===== src/pllcfg_regs.vh =====
// pllcfg_regs.vh - constants for the pll configuration word decoder
// assumes inclusion by bare name from the design files
`ifndef PLLCFG_REGS_VH
`define PLLCFG_REGS_VH

// ----------------------------------------
// register offsets (chosen)
// ----------------------------------------
`define PLLCFG_OFF_WORD 12'h000
`define PLLCFG_OFF_DEC 12'h004
`define PLLCFG_OFF_STAT 12'h008

// ----------------------------------------
// field positions
// ----------------------------------------
`define PLLCFG_ODIV_MSB 18
`define PLLCFG_ODIV_LSB 16
`define PLLCFG_UBYP_BIT 15
`define PLLCFG_UIDIV_MSB 10
`define PLLCFG_UIDIV_LSB 8
`define PLLCFG_MUL_MSB 6
`define PLLCFG_MUL_LSB 4
`define PLLCFG_IDIV_MSB 2
`define PLLCFG_IDIV_LSB 0

// reserved bits that must be programmed as one
`define PLLCFG_RSVD_MASK 32'hFFF8_7888

// ----------------------------------------
// reset values
// ----------------------------------------
`define PLLCFG_WORD_RST 32'hFFFF_FFFF
`define PLLCFG_ODIV_RST 9'h100
`define PLLCFG_MUL_RST 5'h18
`define PLLCFG_IDIV_RST 3'h7
`define PLLCFG_UBYP_RST 1'b1
`define PLLCFG_UIDIV_RST 4'hc

`endif


===== src/pllcfg_decoder.v =====
// pllcfg_decoder.v - pll configuration word decoder with apb read port
// assumes the non-volatile word is stable on cfg_word_i around reset release
// decoded settings are registered and fixed until the next pin reset
`timescale 1ns/10ps
`include "pllcfg_regs.vh"
module pllcfg_decoder (
    // clock and reset
    input wire clk_i,
    input wire rst_b_i,
    // variant strap and non-volatile word
    input wire usb_variant_i,
    input wire [31:0] cfg_word_i,
    // apb slave
    input wire psel_i,
    input wire penable_i,
    input wire pwrite_i,
    input wire [11:0] paddr_i,
    input wire [31:0] pwdata_i,
    output reg [31:0] prdata_o,
    output reg pready_o,
    output reg pslverr_o,
    // decoded clock generator settings
    output reg [8:0] sys_pll_out_div_o,
    output reg [4:0] sys_pll_mult_o,
    output reg [2:0] sys_pll_in_div_sel_o,
    output reg usb_pll_bypass_o,
    output reg [3:0] usb_pll_in_div_o,
    output reg cfg_valid_o,
    output reg rsvd_err_o
);
    // ----------------------------------------
    // decode functions
    // ----------------------------------------
    function [8:0] odiv_f;
        input [2:0] sel;
        begin
            case (sel)
                3'h0: odiv_f = 9'h001;
                3'h1: odiv_f = 9'h002;
                3'h2: odiv_f = 9'h004;
                3'h3: odiv_f = 9'h008;
                3'h4: odiv_f = 9'h010;
                3'h5: odiv_f = 9'h020;
                3'h6: odiv_f = 9'h040;
                // no code gives 128, the top code jumps to 256
                default: odiv_f = 9'h100;
            endcase
        end
    endfunction

    function [4:0] mul_f;
        input [2:0] sel;
        begin
            case (sel)
                3'h0: mul_f = 5'h0f;
                3'h1: mul_f = 5'h10;
                3'h2: mul_f = 5'h11;
                3'h3: mul_f = 5'h12;
                3'h4: mul_f = 5'h13;
                3'h5: mul_f = 5'h14;
                3'h6: mul_f = 5'h15;
                // the top code jumps to 24, it is not 15 plus seven
                default: mul_f = 5'h18;
            endcase
        end
    endfunction

    function [3:0] uidiv_f;
        input [2:0] sel;
        begin
            case (sel)
                3'h0: uidiv_f = 4'h1;
                3'h1: uidiv_f = 4'h2;
                3'h2: uidiv_f = 4'h3;
                3'h3: uidiv_f = 4'h4;
                3'h4: uidiv_f = 4'h5;
                3'h5: uidiv_f = 4'h6;
                3'h6: uidiv_f = 4'ha;
                default: uidiv_f = 4'hc;
            endcase
        end
    endfunction

    // every reserved bit must read back as one
    function rsvd_ok_f;
        input [31:0] w;
        begin
            rsvd_ok_f = ((w & `PLLCFG_RSVD_MASK) == `PLLCFG_RSVD_MASK);
        end
    endfunction

    // readback layout of the decoded settings, exactly one word wide
    function [31:0] dec_pack_f;
        input [8:0] odiv;
        input [3:0] uidiv;
        input [4:0] mul;
        input [2:0] idiv;
        begin
            dec_pack_f = {7'h00, odiv, 2'b00, uidiv, 2'b00, mul, idiv};
        end
    endfunction

    // readback layout of the status flags
    function [31:0] stat_pack_f;
        input usb_var;
        input bypass;
        input rsvd_err;
        input valid;
        begin
            stat_pack_f = {28'h000_0000, usb_var, bypass, rsvd_err, valid};
        end
    endfunction

    // ----------------------------------------
    // reset release and one-shot capture
    // ----------------------------------------
    reg [1:0] rst_sync_q;
    wire rst_n;
    reg captured_q;
    reg usb_var_q;
    wire [31:0] word;
    wire load;

    // pin reset leaves through two flops so all flops release on one edge
    always @(posedge clk_i or negedge rst_b_i) begin
        if (!rst_b_i) begin
            rst_sync_q <= 2'b00;
        end else begin
            rst_sync_q <= {rst_sync_q[0], 1'b1};
        end
    end
    assign rst_n = rst_sync_q[1];

    // only one load per power-on; nothing later can rewrite it
    assign load = !captured_q;

    always @(posedge clk_i or negedge rst_n) begin
        if (!rst_n) begin
            captured_q <= 1'b0;
        end else if (load) begin
            captured_q <= 1'b1;
        end
    end

    // strap is taken with the word so a later strap change is ignored
    always @(posedge clk_i or negedge rst_n) begin
        if (!rst_n) begin
            usb_var_q <= 1'b0;
        end else if (load) begin
            usb_var_q <= usb_variant_i;
        end
    end

    // ----------------------------------------
    // captured word, kept in its own store
    // ----------------------------------------
    pllcfg_word_store u_store (
        .clk_i(clk_i),
        .rst_b_i(rst_n),
        .load_i(load),
        .word_i(cfg_word_i),
        .word_o(word)
    );

    // ----------------------------------------
    // next values of the decoded settings
    // ----------------------------------------
    reg [8:0] out_div_d;
    reg [4:0] mult_d;
    reg [2:0] in_div_sel_d;
    reg usb_bypass_d;
    reg [3:0] usb_in_div_d;
    reg rsvd_err_d;

    always @* begin
        out_div_d = odiv_f(word[`PLLCFG_ODIV_MSB:`PLLCFG_ODIV_LSB]);
        mult_d = mul_f(word[`PLLCFG_MUL_MSB:`PLLCFG_MUL_LSB]);
        in_div_sel_d = word[`PLLCFG_IDIV_MSB:`PLLCFG_IDIV_LSB];
        // non-usb parts keep the usb pll bypassed at divide by one
        usb_bypass_d = 1'b1;
        usb_in_div_d = 4'h1;
        if (usb_var_q) begin
            usb_bypass_d = word[`PLLCFG_UBYP_BIT];
            usb_in_div_d = uidiv_f(word[`PLLCFG_UIDIV_MSB:`PLLCFG_UIDIV_LSB]);
        end
        // flag only, the device still runs on a badly programmed word
        rsvd_err_d = captured_q && !rsvd_ok_f(word);
    end

    // ----------------------------------------
    // decoded outputs, one register each
    // ----------------------------------------
    always @(posedge clk_i or negedge rst_n) begin
        if (!rst_n) begin
            sys_pll_out_div_o <= `PLLCFG_ODIV_RST;
        end else begin
            sys_pll_out_div_o <= out_div_d;
        end
    end

    always @(posedge clk_i or negedge rst_n) begin
        if (!rst_n) begin
            sys_pll_mult_o <= `PLLCFG_MUL_RST;
        end else begin
            sys_pll_mult_o <= mult_d;
        end
    end

    always @(posedge clk_i or negedge rst_n) begin
        if (!rst_n) begin
            sys_pll_in_div_sel_o <= `PLLCFG_IDIV_RST;
        end else begin
            sys_pll_in_div_sel_o <= in_div_sel_d;
        end
    end

    always @(posedge clk_i or negedge rst_n) begin
        if (!rst_n) begin
            usb_pll_bypass_o <= `PLLCFG_UBYP_RST;
        end else begin
            usb_pll_bypass_o <= usb_bypass_d;
        end
    end

    always @(posedge clk_i or negedge rst_n) begin
        if (!rst_n) begin
            usb_pll_in_div_o <= `PLLCFG_UIDIV_RST;
        end else begin
            usb_pll_in_div_o <= usb_in_div_d;
        end
    end

    // valid one edge after capture, once the decoded registers have settled
    always @(posedge clk_i or negedge rst_n) begin
        if (!rst_n) begin
            cfg_valid_o <= 1'b0;
        end else begin
            cfg_valid_o <= captured_q;
        end
    end

    // level until the next power-on, there is no clear
    always @(posedge clk_i or negedge rst_n) begin
        if (!rst_n) begin
            rsvd_err_o <= 1'b0;
        end else begin
            rsvd_err_o <= rsvd_err_d;
        end
    end

    // ----------------------------------------
    // apb read port, writes refused with an error
    // ----------------------------------------
    wire setup;
    reg [31:0] rd_d;
    reg err_d;

    // answer is fixed one cycle after the setup edge, no wait states
    assign setup = psel_i && !penable_i;

    always @* begin
        rd_d = 32'h0000_0000;
        err_d = 1'b0;
        // unmapped offsets read as zero with an error
        case (paddr_i)
            `PLLCFG_OFF_WORD: rd_d = word;
            `PLLCFG_OFF_DEC: rd_d = dec_pack_f(sys_pll_out_div_o, usb_pll_in_div_o,
                                               sys_pll_mult_o, sys_pll_in_div_sel_o);
            `PLLCFG_OFF_STAT: rd_d = stat_pack_f(usb_var_q, usb_pll_bypass_o,
                                                 rsvd_err_o, cfg_valid_o);
            default: err_d = 1'b1;
        endcase
        // the word is fixed until the next power-on, so every write is refused
        if (pwrite_i) begin
            err_d = 1'b1;
            rd_d = 32'h0000_0000;
        end
    end

    always @(posedge clk_i or negedge rst_n) begin
        if (!rst_n) begin
            prdata_o <= 32'h0000_0000;
        end else if (setup) begin
            prdata_o <= rd_d;
        end
    end

    always @(posedge clk_i or negedge rst_n) begin
        if (!rst_n) begin
            pready_o <= 1'b0;
        end else begin
            pready_o <= setup;
        end
    end

    always @(posedge clk_i or negedge rst_n) begin
        if (!rst_n) begin
            pslverr_o <= 1'b0;
        end else begin
            pslverr_o <= setup && err_d;
        end
    end
endmodule // pllcfg_decoder


===== src/pllcfg_word_store.v =====
// pllcfg_word_store.v - holds the captured configuration word
// assumes a synchronous reset copy and a one-shot load strobe
`timescale 1ns/10ps
`include "pllcfg_regs.vh"
module pllcfg_word_store (
    // clock and reset
    input wire clk_i,
    input wire rst_b_i,
    // load side
    input wire load_i,
    input wire [31:0] word_i,
    // read side
    output reg [31:0] word_o
);
    always @(posedge clk_i or negedge rst_b_i) begin
        if (!rst_b_i) begin
            word_o <= `PLLCFG_WORD_RST;
        end else if (load_i) begin
            word_o <= word_i;
        end
    end
endmodule // pllcfg_word_store


===== config.mk =====
export PLATFORM = sky130hd
export DESIGN_NAME = pllcfg_decoder
export DESIGN_NICKNAME = d
export VERILOG_FILES = /design/src/pllcfg_decoder.v /design/src/pllcfg_word_store.v
export VERILOG_INCLUDE_DIRS = /design/src
export SDC_FILE = /design/constraint.sdc
export NUM_CORES = 1
export LEC_CHECK = 0
export BUFFER_PORTS_ARGS = -buffer_cell sky130_fd_sc_hd__buf_2
export CAP_MARGIN = 20
export CELL_PAD_IN_SITES_DETAIL_PLACEMENT = 0
export CELL_PAD_IN_SITES_GLOBAL_PLACEMENT = 2
export CORE_ASPECT_RATIO = 0.75
export CORE_MARGIN = 1.5
export CORE_UTILIZATION = 31
export CTS_CLUSTER_SIZE = 8
export DETAILED_ROUTE_END_ITERATION = 8
export GPL_TIMING_DRIVEN = 0
export PLACE_DENSITY_LB_ADDON = 0.1
export RECOVER_POWER = 50
export SYNTH_ARGS = -nofsm -noshare
export SYNTH_HDL_FRONTEND = slang
export SYNTH_SLANG_ARGS = --single-unit

===== constraint.sdc =====
create_clock -name clk_i -period 3.4 [get_ports clk_i]
set_input_delay 0.17 -clock clk_i [delete_from_list [all_inputs] [get_ports clk_i]]
set_output_delay 0.17 -clock clk_i [all_outputs]
set_load 0.05 [all_outputs]

# Word-level counts from Yosys, hierarchy flattened
# Cells that the tools add are included.
dict set report totals {
  ff_bits 94
  inputBits 82
  out_inout_bits 58
  word_cells 54
}
dict set report op_classes {
  eq_ne 21
  mux 9
  reduce_logical 10
}
# operator count
set op_table {}
lappend op_table {{$pmux 32 s3} 1}
lappend op_table {{$pmux 9 s7} 1}
lappend op_table {{$pmux 5 s7} 1}
lappend op_table {{$mux 32} 1}
lappend op_table {{$pmux 4 s7} 1}
lappend op_table {{$eq 3x3->1 const B} 9}
lappend op_table {{$eq 19x19->1 const B} 1}
lappend op_table {{$eq 3x2->1 const B} 6}
lappend op_table {{$eq 12x3->1 const B} 1}
lappend op_table {{$eq 12x4->1 const B} 1}
lappend op_table {{$logic_not 12->1} 1}
lappend op_table {{$eq 3x1->1 const B} 3}
lappend op_table {{$logic_not 3->1} 3}
lappend op_table {{$mux 4} 1}
lappend op_table {{$logic_and 1x1->1} 3}
lappend op_table {{$mux 1} 3}
lappend op_table {{$reduce_or 3->1} 1}
lappend op_table {{$logic_not 1->1} 2}

# Logic depth before layout (Yosys ltp)
# Gate-level depths: netlist of the first run.
dict set report logic_depth {
  word_depth 5
  depth_mapped 5
  depth_no_buf 4
}

# Modules after synthesis
# Synthesis of the first run repeated with hierarchy kept, for this count alone.
dict set report unflattened {
  cells_unflattened 271
  area_unflattened_um2 3951.3
}
# mod n_inst cells_each area_per_inst_um2 seq_area_each_um2
set by_module_without_submodules {}
lappend by_module_without_submodules {pllcfg_decoder 1 203 2566.2 1537.7}
lappend by_module_without_submodules {pllcfg_word_store 1 68 1385.1 840.8}

# Worst setup path before layout of the first run
# OpenSTA, ideal clock, no wires.
dict set report synth_timing {
  path_type {register to register}
  from {register captured_q}
  to {register u_store.word_o[10]}
  setup_time_ns 0.082
  arrival_ns 1.120
  required_ns 3.318
  path_slack_ns 2.198
  stages_incl_launch_ff 4
  path_buffers 2
  synth_period_minus_slack_ns 1.202
  cell_sequence {dfrtp_1 -> clkbuf_1 -> buf_2 -> mux2_2}
}
# element line_no
set synth_lines {}
lappend synth_lines {{start: declaration} pllcfg_decoder.v:119} ;# reg captured_q;
lappend synth_lines {{start signal: assignment} pllcfg_decoder.v:139} ;# captured_q <= 1'b0;
lappend synth_lines {{start signal: assignment} pllcfg_decoder.v:141} ;# captured_q <= 1'b1;
lappend synth_lines {{end signal: assignment} pllcfg_word_store.v:17} ;# word_o <= `PLLCFG_WORD_RST;
lappend synth_lines {{end signal: assignment} pllcfg_word_store.v:19} ;# word_o <= word_i;
lappend synth_lines {{end: declaration} pllcfg_word_store.v:13} ;# output reg [31:0] word_o
# No word-level cell between the ends.

==> results of run 1 <==
==> layout make-up <==
class / instances / area [um2]
Timing Repair Buffer: 106 / 529
Sequential cell: 93 / 2380
Multi-Input combinational cell: 155 / 1220
Fill cell: 1175 / 6910
Clock inverter: 6 / 61.3
Clock buffer: 10 / 239
Tap cell: 162 / 203
Inverter: 3 / 11.3
Buffer: 19 / 96.3
==> flip-flops by register name (all words and copies together), names as in the netlist <==
| register | count |
|---|---|
| rst_sync_q | 2 |
| u_store.word_o | 32 |
| pready_o | 1 |
| captured_q | 1 |
| usb_pll_in_div_o | 4 |
| cfg_valid_o | 1 |
| sys_pll_mult_o | 5 |
| usb_var_q | 1 |
| sys_pll_out_div_o | 8 |
| prdata_o | 32 |
| sys_pll_in_div_sel_o | 3 |
| pslverr_o | 1 |
| rsvd_err_o | 1 |
| usb_pll_bypass_o | 1 |
==> logic make-up after synthesis <==
group,count (synthesis),synth area share (%)
multiplexers,54,15.6
flip-flops,93,63.7
other,2,0.201
AO/OA/AOI/OAI,41,7.68
buffers and inverters,22,3.08
AND/OR/NAND/NOR,55,9.25
XOR/XNOR,2,0.469
==> path summary, 6_finish.rpt <==
check,slack (ps),end
max,1480,prdata_o[21]
min,60,u_store.word_o[8]
max reg2reg,1480,prdata_o[21]
min reg2reg,360,rst_sync_q[1]
max in group clk_i,1760,prdata_o[27]
min in group asynchronous,140,rst_sync_q[1]
==> stage by stage <==
stage | utilization, % | TNS, ps | cells | area [um2]
after floorplan | - | 0 | 270 | 3740
after global placement | 38.3 | -27650 | 536 | 4460
after detailed placement | 38.5 | 0 | 537 | 4490
after CTS | 41.2 | 0 | 554 | 4800
after global routing | 40.7 | 0 | 554 | 4740
final | 40.7 | 0 | 554 | 4740
==> cells in the final DEF, fill, tap and decap left out, types with 2 or more instances in the layout <==
| cell type | instances |
|---|---|
| nor4_1 | 2 |
| nor2b_1 | 2 |
| and3b_1 | 2 |
| mux2_2 | 33 |
| and3_1 | 2 |
| o31ai_1 | 4 |
| buf_2 | 86 |
| nand2b_1 | 2 |
| nand3_1 | 2 |
| dfstp_1 | 5 |
| nor3b_1 | 4 |
| o21ai_0 | 8 |
| nand4_1 | 5 |
| dfrtp_1 | 52 |
| nand2_1 | 23 |
| a41oi_1 | 2 |
| clkinv_2 | 3 |
| conb_1 | 3 |
| clkbuf_16 | 9 |
| inv_1 | 3 |
| clkbuf_1 | 34 |
| a22o_1 | 12 |
| dfstp_2 | 36 |
| mux2i_1 | 21 |
| xor2_1 | 2 |
| buf_6 | 2 |
| a2bb2oi_1 | 4 |
| o21ai_1 | 9 |
==> cell usage after synthesis (3+ instances only) <==
library cell  instances
mux2i_1              21
nand2_1              23
o31ai_1               4
dfstp_2              41
buf_6                 3
clkbuf_1             10
mux2_2               33
a2bb2oi_1             4
a22o_1               12
o21ai_1               9
nor3b_1               4
nand4_1               5
buf_2                 5
dfrtp_1              52
inv_1                 3
o21ai_0               8
==> power groups by stage <==
stage	clock, mW	combinational (mW)	sequential [mW]
after floorplan	0	0.129	1.39
after global placement	0	0.319	1.30
after detailed placement	0	0.337	1.30
after CTS	1.05	0.338	1.28
after global routing	1.10	0.356	1.29
final	1.01	0.328	1.27
==> layer usage <==
metal	vias to the layer above	global-route usage, %	wire [um]
met5	-	0	0
met2	81	20.5	3780
met4	0	4.36	84
met3	8	5.32	631
met1	1221	21.7	4480
li1	1190	-	-
==> what timing repair did <==
item                                   CTS  global route
hold buffers                             1             0
endpoints found under the hold margin    2             0
gates resized for setup                  0             0
==> impl_metrics.json, run 1 <==
{
  "maxSlewHeadroom_pct": -27.4,
  "via_per_inst": 4.51,
  "synthDominantCellAreaShare_pct": 34.9,
  "io_buffer_count": 104,
  "netlist_area_mm2": 0.00373,
  "wire_per_inst_um": 16.2,
  "p_leak_nw": 2.20,
  "firstDrtPassIters": 4,
  "tightest_slew_ps": 1910,
  "pre_cts_slack_ps": 1870,
  "die-area_mm2": 0.0127,
  "synthArstFlopShare_pct": 100,
  "fin_nets": 469,
  "maxSlewViolCount": 44,
  "internal-power_mw": 1.92,
  "cts_tree": "done",
  "hpwl_um": 6560,
  "hold_depth": 2,
  "r2r-start": "rst_sync_q[1]",
  "p_per_area_mw_per_mm2": 551,
  "grt_max_degree": 49,
  "pwr-share-clk_pct": 38.8,
  "cts.htree.levels": 3,
  "worst_slack_ps": 1480,
  "drc": 0,
  "hold_path_class": "primary input to register",
  "switching_power_mw": 0.695,
  "die_h_um": 98.0,
  "post-cts-setup-buffers": 0,
  "swShare_pct": 26.6,
  "avgSynthCellArea_um2": 13.9,
  "core_area_mm2": 0.0117,
  "syn-instance-count": 269,
  "p_seq_share_pct": 48.7,
  "combPwrFrac_pct": 12.6,
  "holdCritStartpoint": "cfg_word_i[8]",
  "grt_pass1_vias": 2502,
  "die_w_um": 130,
  "critPathCaptureType": "asynchronous set/reset pin",
  "arrival_ps": 2000,
  "ys_seq_area_share_pct": 63.7,
  "gp_congestion": 0.709,
  "synth-edff-count": 0,
  "cts_buffer_depth": 2,
  "cap_viol_max_count": 1,
  "synth.distinct_cells": 38,
  "synth_flop_cell": "dfrtp_1",
  "whs_ps": 61.4,
  "path_depth": 0,
  "rsz0062_at_grt": "false",
  "ys_top_cells_by_area": "dfrtp_1 35%, dfstp_2 29%, mux2_2 10%",
  "start_kind": "register",
  "rows": 34,
  "cts_buffers": 9,
  "status": "finished with violations",
  "grt_pass1_wl_um": 14000,
  "path_class": "register to asynchronous set/reset pin",
  "cp-startpoint": "rst_sync_q[1]",
  "violations": "max-capacitance violations, max-slew violations",
  "antenna_found_initial": 0,
  "ios": 140,
  "initial_core_util_pct": 32.0,
  "hold_violations": 0,
  "vias": 2500,
  "drive_gt1_share_pct": 45.9,
  "period_minus_slack_ps": 1920,
  "fmax_mhz": 522,
  "yosysWarnings": 0,
  "area_growth_pct": 27.1,
  "drt_iter0_markers": 52,
  "worstSkewPairLatency_ps": 340,
  "setup_viol": 0,
  "cts.sinks": 93,
  "critical_path_required_ps": 3480,
  "overflow": 0,
  "ff2ff_path_depth": 0,
  "wl_um": 8970,
  "drtAntennaViolNets": 0,
  "clkTransAtPathRegs_ps": 60,
  "path_max_fanout": 44,
  "track_usage_pct": 14.8,
  "finalCritPeriodShare_pct": 56.4,
  "clock-root-buffer": "clkbuf_16",
  "synth_top_area_cell": "dfrtp_1",
  "power.total_mw": 2.61,
  "ys_ff_latch": 93,
  "n_antenna_cell": 0,
  "skew_ps": 4.56,
  "max-vdd-ir-drop_mv": 0.271
}
(Power assumes the default switching activity.)
==> run 2: changes to the inputs <==
==> constraint.sdc (replaced) <==
create_clock -name clk_i -period 2 [get_ports clk_i]
set_input_delay 0.1 -clock clk_i [delete_from_list [all_inputs] [get_ports clk_i]]
set_output_delay 0.1 -clock clk_i [all_outputs]
set_load 0.05 [all_outputs]
==> impl_metrics.json, run 2 (same netlist as run 1, synthesis figures left out) <==
{
  "path_max_fanout": 64,
  "wire_per_inst_um": 15.7,
  "worstPathCellList": "buf_16",
  "initial_core_util_pct": 32.0,
  "vias": 2556,
  "critical_path.slowest_cell": "dfrtp_1",
  "grt_max_degree": 65,
  "maxSlewViolCount": 0,
  "drive_gt1_share_pct": 44.9,
  "grt_pass1_vias": 2637,
  "cts_buffers": 9,
  "post-cts-setup-buffers": 0,
  "fmax_mhz": 697,
  "cts_hold_buf": 26,
  "skew_ps": 7.96,
  "pre_cts_slack_ps": 537,
  "p_leak_nw": 2.35,
  "fin_nets": 496,
  "drc": 0,
  "status": "finished, final reports clean",
  "period_minus_slack_ps": 1430,
  "crit_family": "flip-flops",
  "worst_slack_ps": 565,
  "worst-path-buf-inv": 1,
  "arrival_ps": 1870,
  "finalCritPeriodShare_pct": 71.7,
  "die-area_mm2": 0.0127,
  "cp-startpoint": "rst_sync_q[1]",
  "dp_cells": 537,
  "drtAntennaViolNets": 0,
  "clock-root-buffer": "clkbuf_16",
  "overflow": 0,
  "gp_congestion": 0.705,
  "io_buffer_count": 104,
  "final_util_pct": 43.1,
  "nFillCells": 1165,
  "cts_resized": 0,
  "power.total_mw": 4.40,
  "cts.htree.levels": 3,
  "whs_ps": 10.8,
  "wl_um": 9140,
  "cts_buffer_depth": 2,
  "stdcell_count": 581,
  "n_antenna_cell": 0,
  "critical_path_required_ps": 2440,
  "p_per_area_mw_per_mm2": 877,
  "via_per_inst": 4.40,
  "die_w_um": 130,
  "top_regs": "prdata_o (32), u_store.word_o (32), sys_pll_out_div_o (8)",
  "hold_path_class": "primary input to register",
  "path_class": "register to asynchronous set/reset pin",
  "core_area_mm2": 0.0117,
  "multi_input_area_mm2": 0.00122,
  "drt_iter0_markers": 91,
  "rsz0062_at_grt": "false",
  "firstDrtPassIters": 4,
  "holdCritStartpoint": "cfg_word_i[23]",
  "worstSkewPairLatency_ps": 340,
  "maxSlewHeadroom_pct": 21.3,
  "final-seq-area_mm2": 0.00238,
  "area_growth_pct": 34.5,
  "r2r-start": "rst_sync_q[1]",
  "slowest_delay_ps": 1120,
  "track_usage_pct": 15.2,
  "fin_setup_tns_ps": 0,
  "final_area_mm2": 0.00502,
  "mostFrequentLayoutCells": "94 x buf_2, 52 x dfrtp_1, 36 x dfstp_2",
  "die_h_um": 98.0,
  "max-vdd-ir-drop_mv": 0.449,
  "cap_viol_max_count": 0,
  "path_depth": 1,
  "start_kind": "register",
  "final_common_cell": "buf_2",
  "cts_tree": "done",
  "hpwl_um": 6480,
  "place_area_mm2": 0.00449,
  "antenna_found_initial": 0,
  "setup_viol": 0,
  "grt_pass1_wl_um": 14500,
  "rows": 34,
  "critPathCaptureType": "asynchronous set/reset pin",
  "cts.sinks": 93,
  "hold_depth": 2,
  "hold_violations": 0,
  "ios": 140,
  "clkTransAtPathRegs_ps": 70,
  "ff2ff_path_depth": 1,
  "tightest_slew_ps": 1180
}
## run 2: changes by cell type in the layout (fill, tap and decap cells not counted), sizes merged
cell         change
buf              +9
clkbuf           -6
bufinv           -1
clkinvlp         -1
dlygate4sd3     +27
inv              -1
## run 2: per-layer routing
layer	track usage, %	wire (um)	up-vias
met5	0	0	-
met4	4.36	100	0
met3	4.38	448	9
met2	21.2	3980	72
met1	22.7	4610	1231
li1	-	-	1244
## run 2: path summary, 6_finish.rpt
path | endpoint | slack (ps)
setup / recovery | u_store.word_o[16] | 570
hold reg to reg | rst_sync_q[1] | 350
hold / removal | u_store.word_o[23] | 10
setup reg to reg | u_store.word_o[16] | 570
max in group clk_i | u_store.word_o[12] | 570
min in group asynchronous | rst_sync_q[1] | 90
## run 2: power breakdown
group	switching, mW	total (mW)	internal (mW)	leakage, nW
Clock	0.697	1.64	0.944	0.146
Combinational	0.369	0.606	0.236	1.08
Sequential	0.0969	2.16	2.06	1.13
## run 2: layout make-up
type	count	share of cell area, %
plain buffers	19	2.07
clock buffers	13	5.38
clock inverters	3	0.374
inverters	3	0.224
multi-input cells	155	24.4
flip-flops and latches	93	47.4
well taps	162	4.04
repair buffers	133	16.1
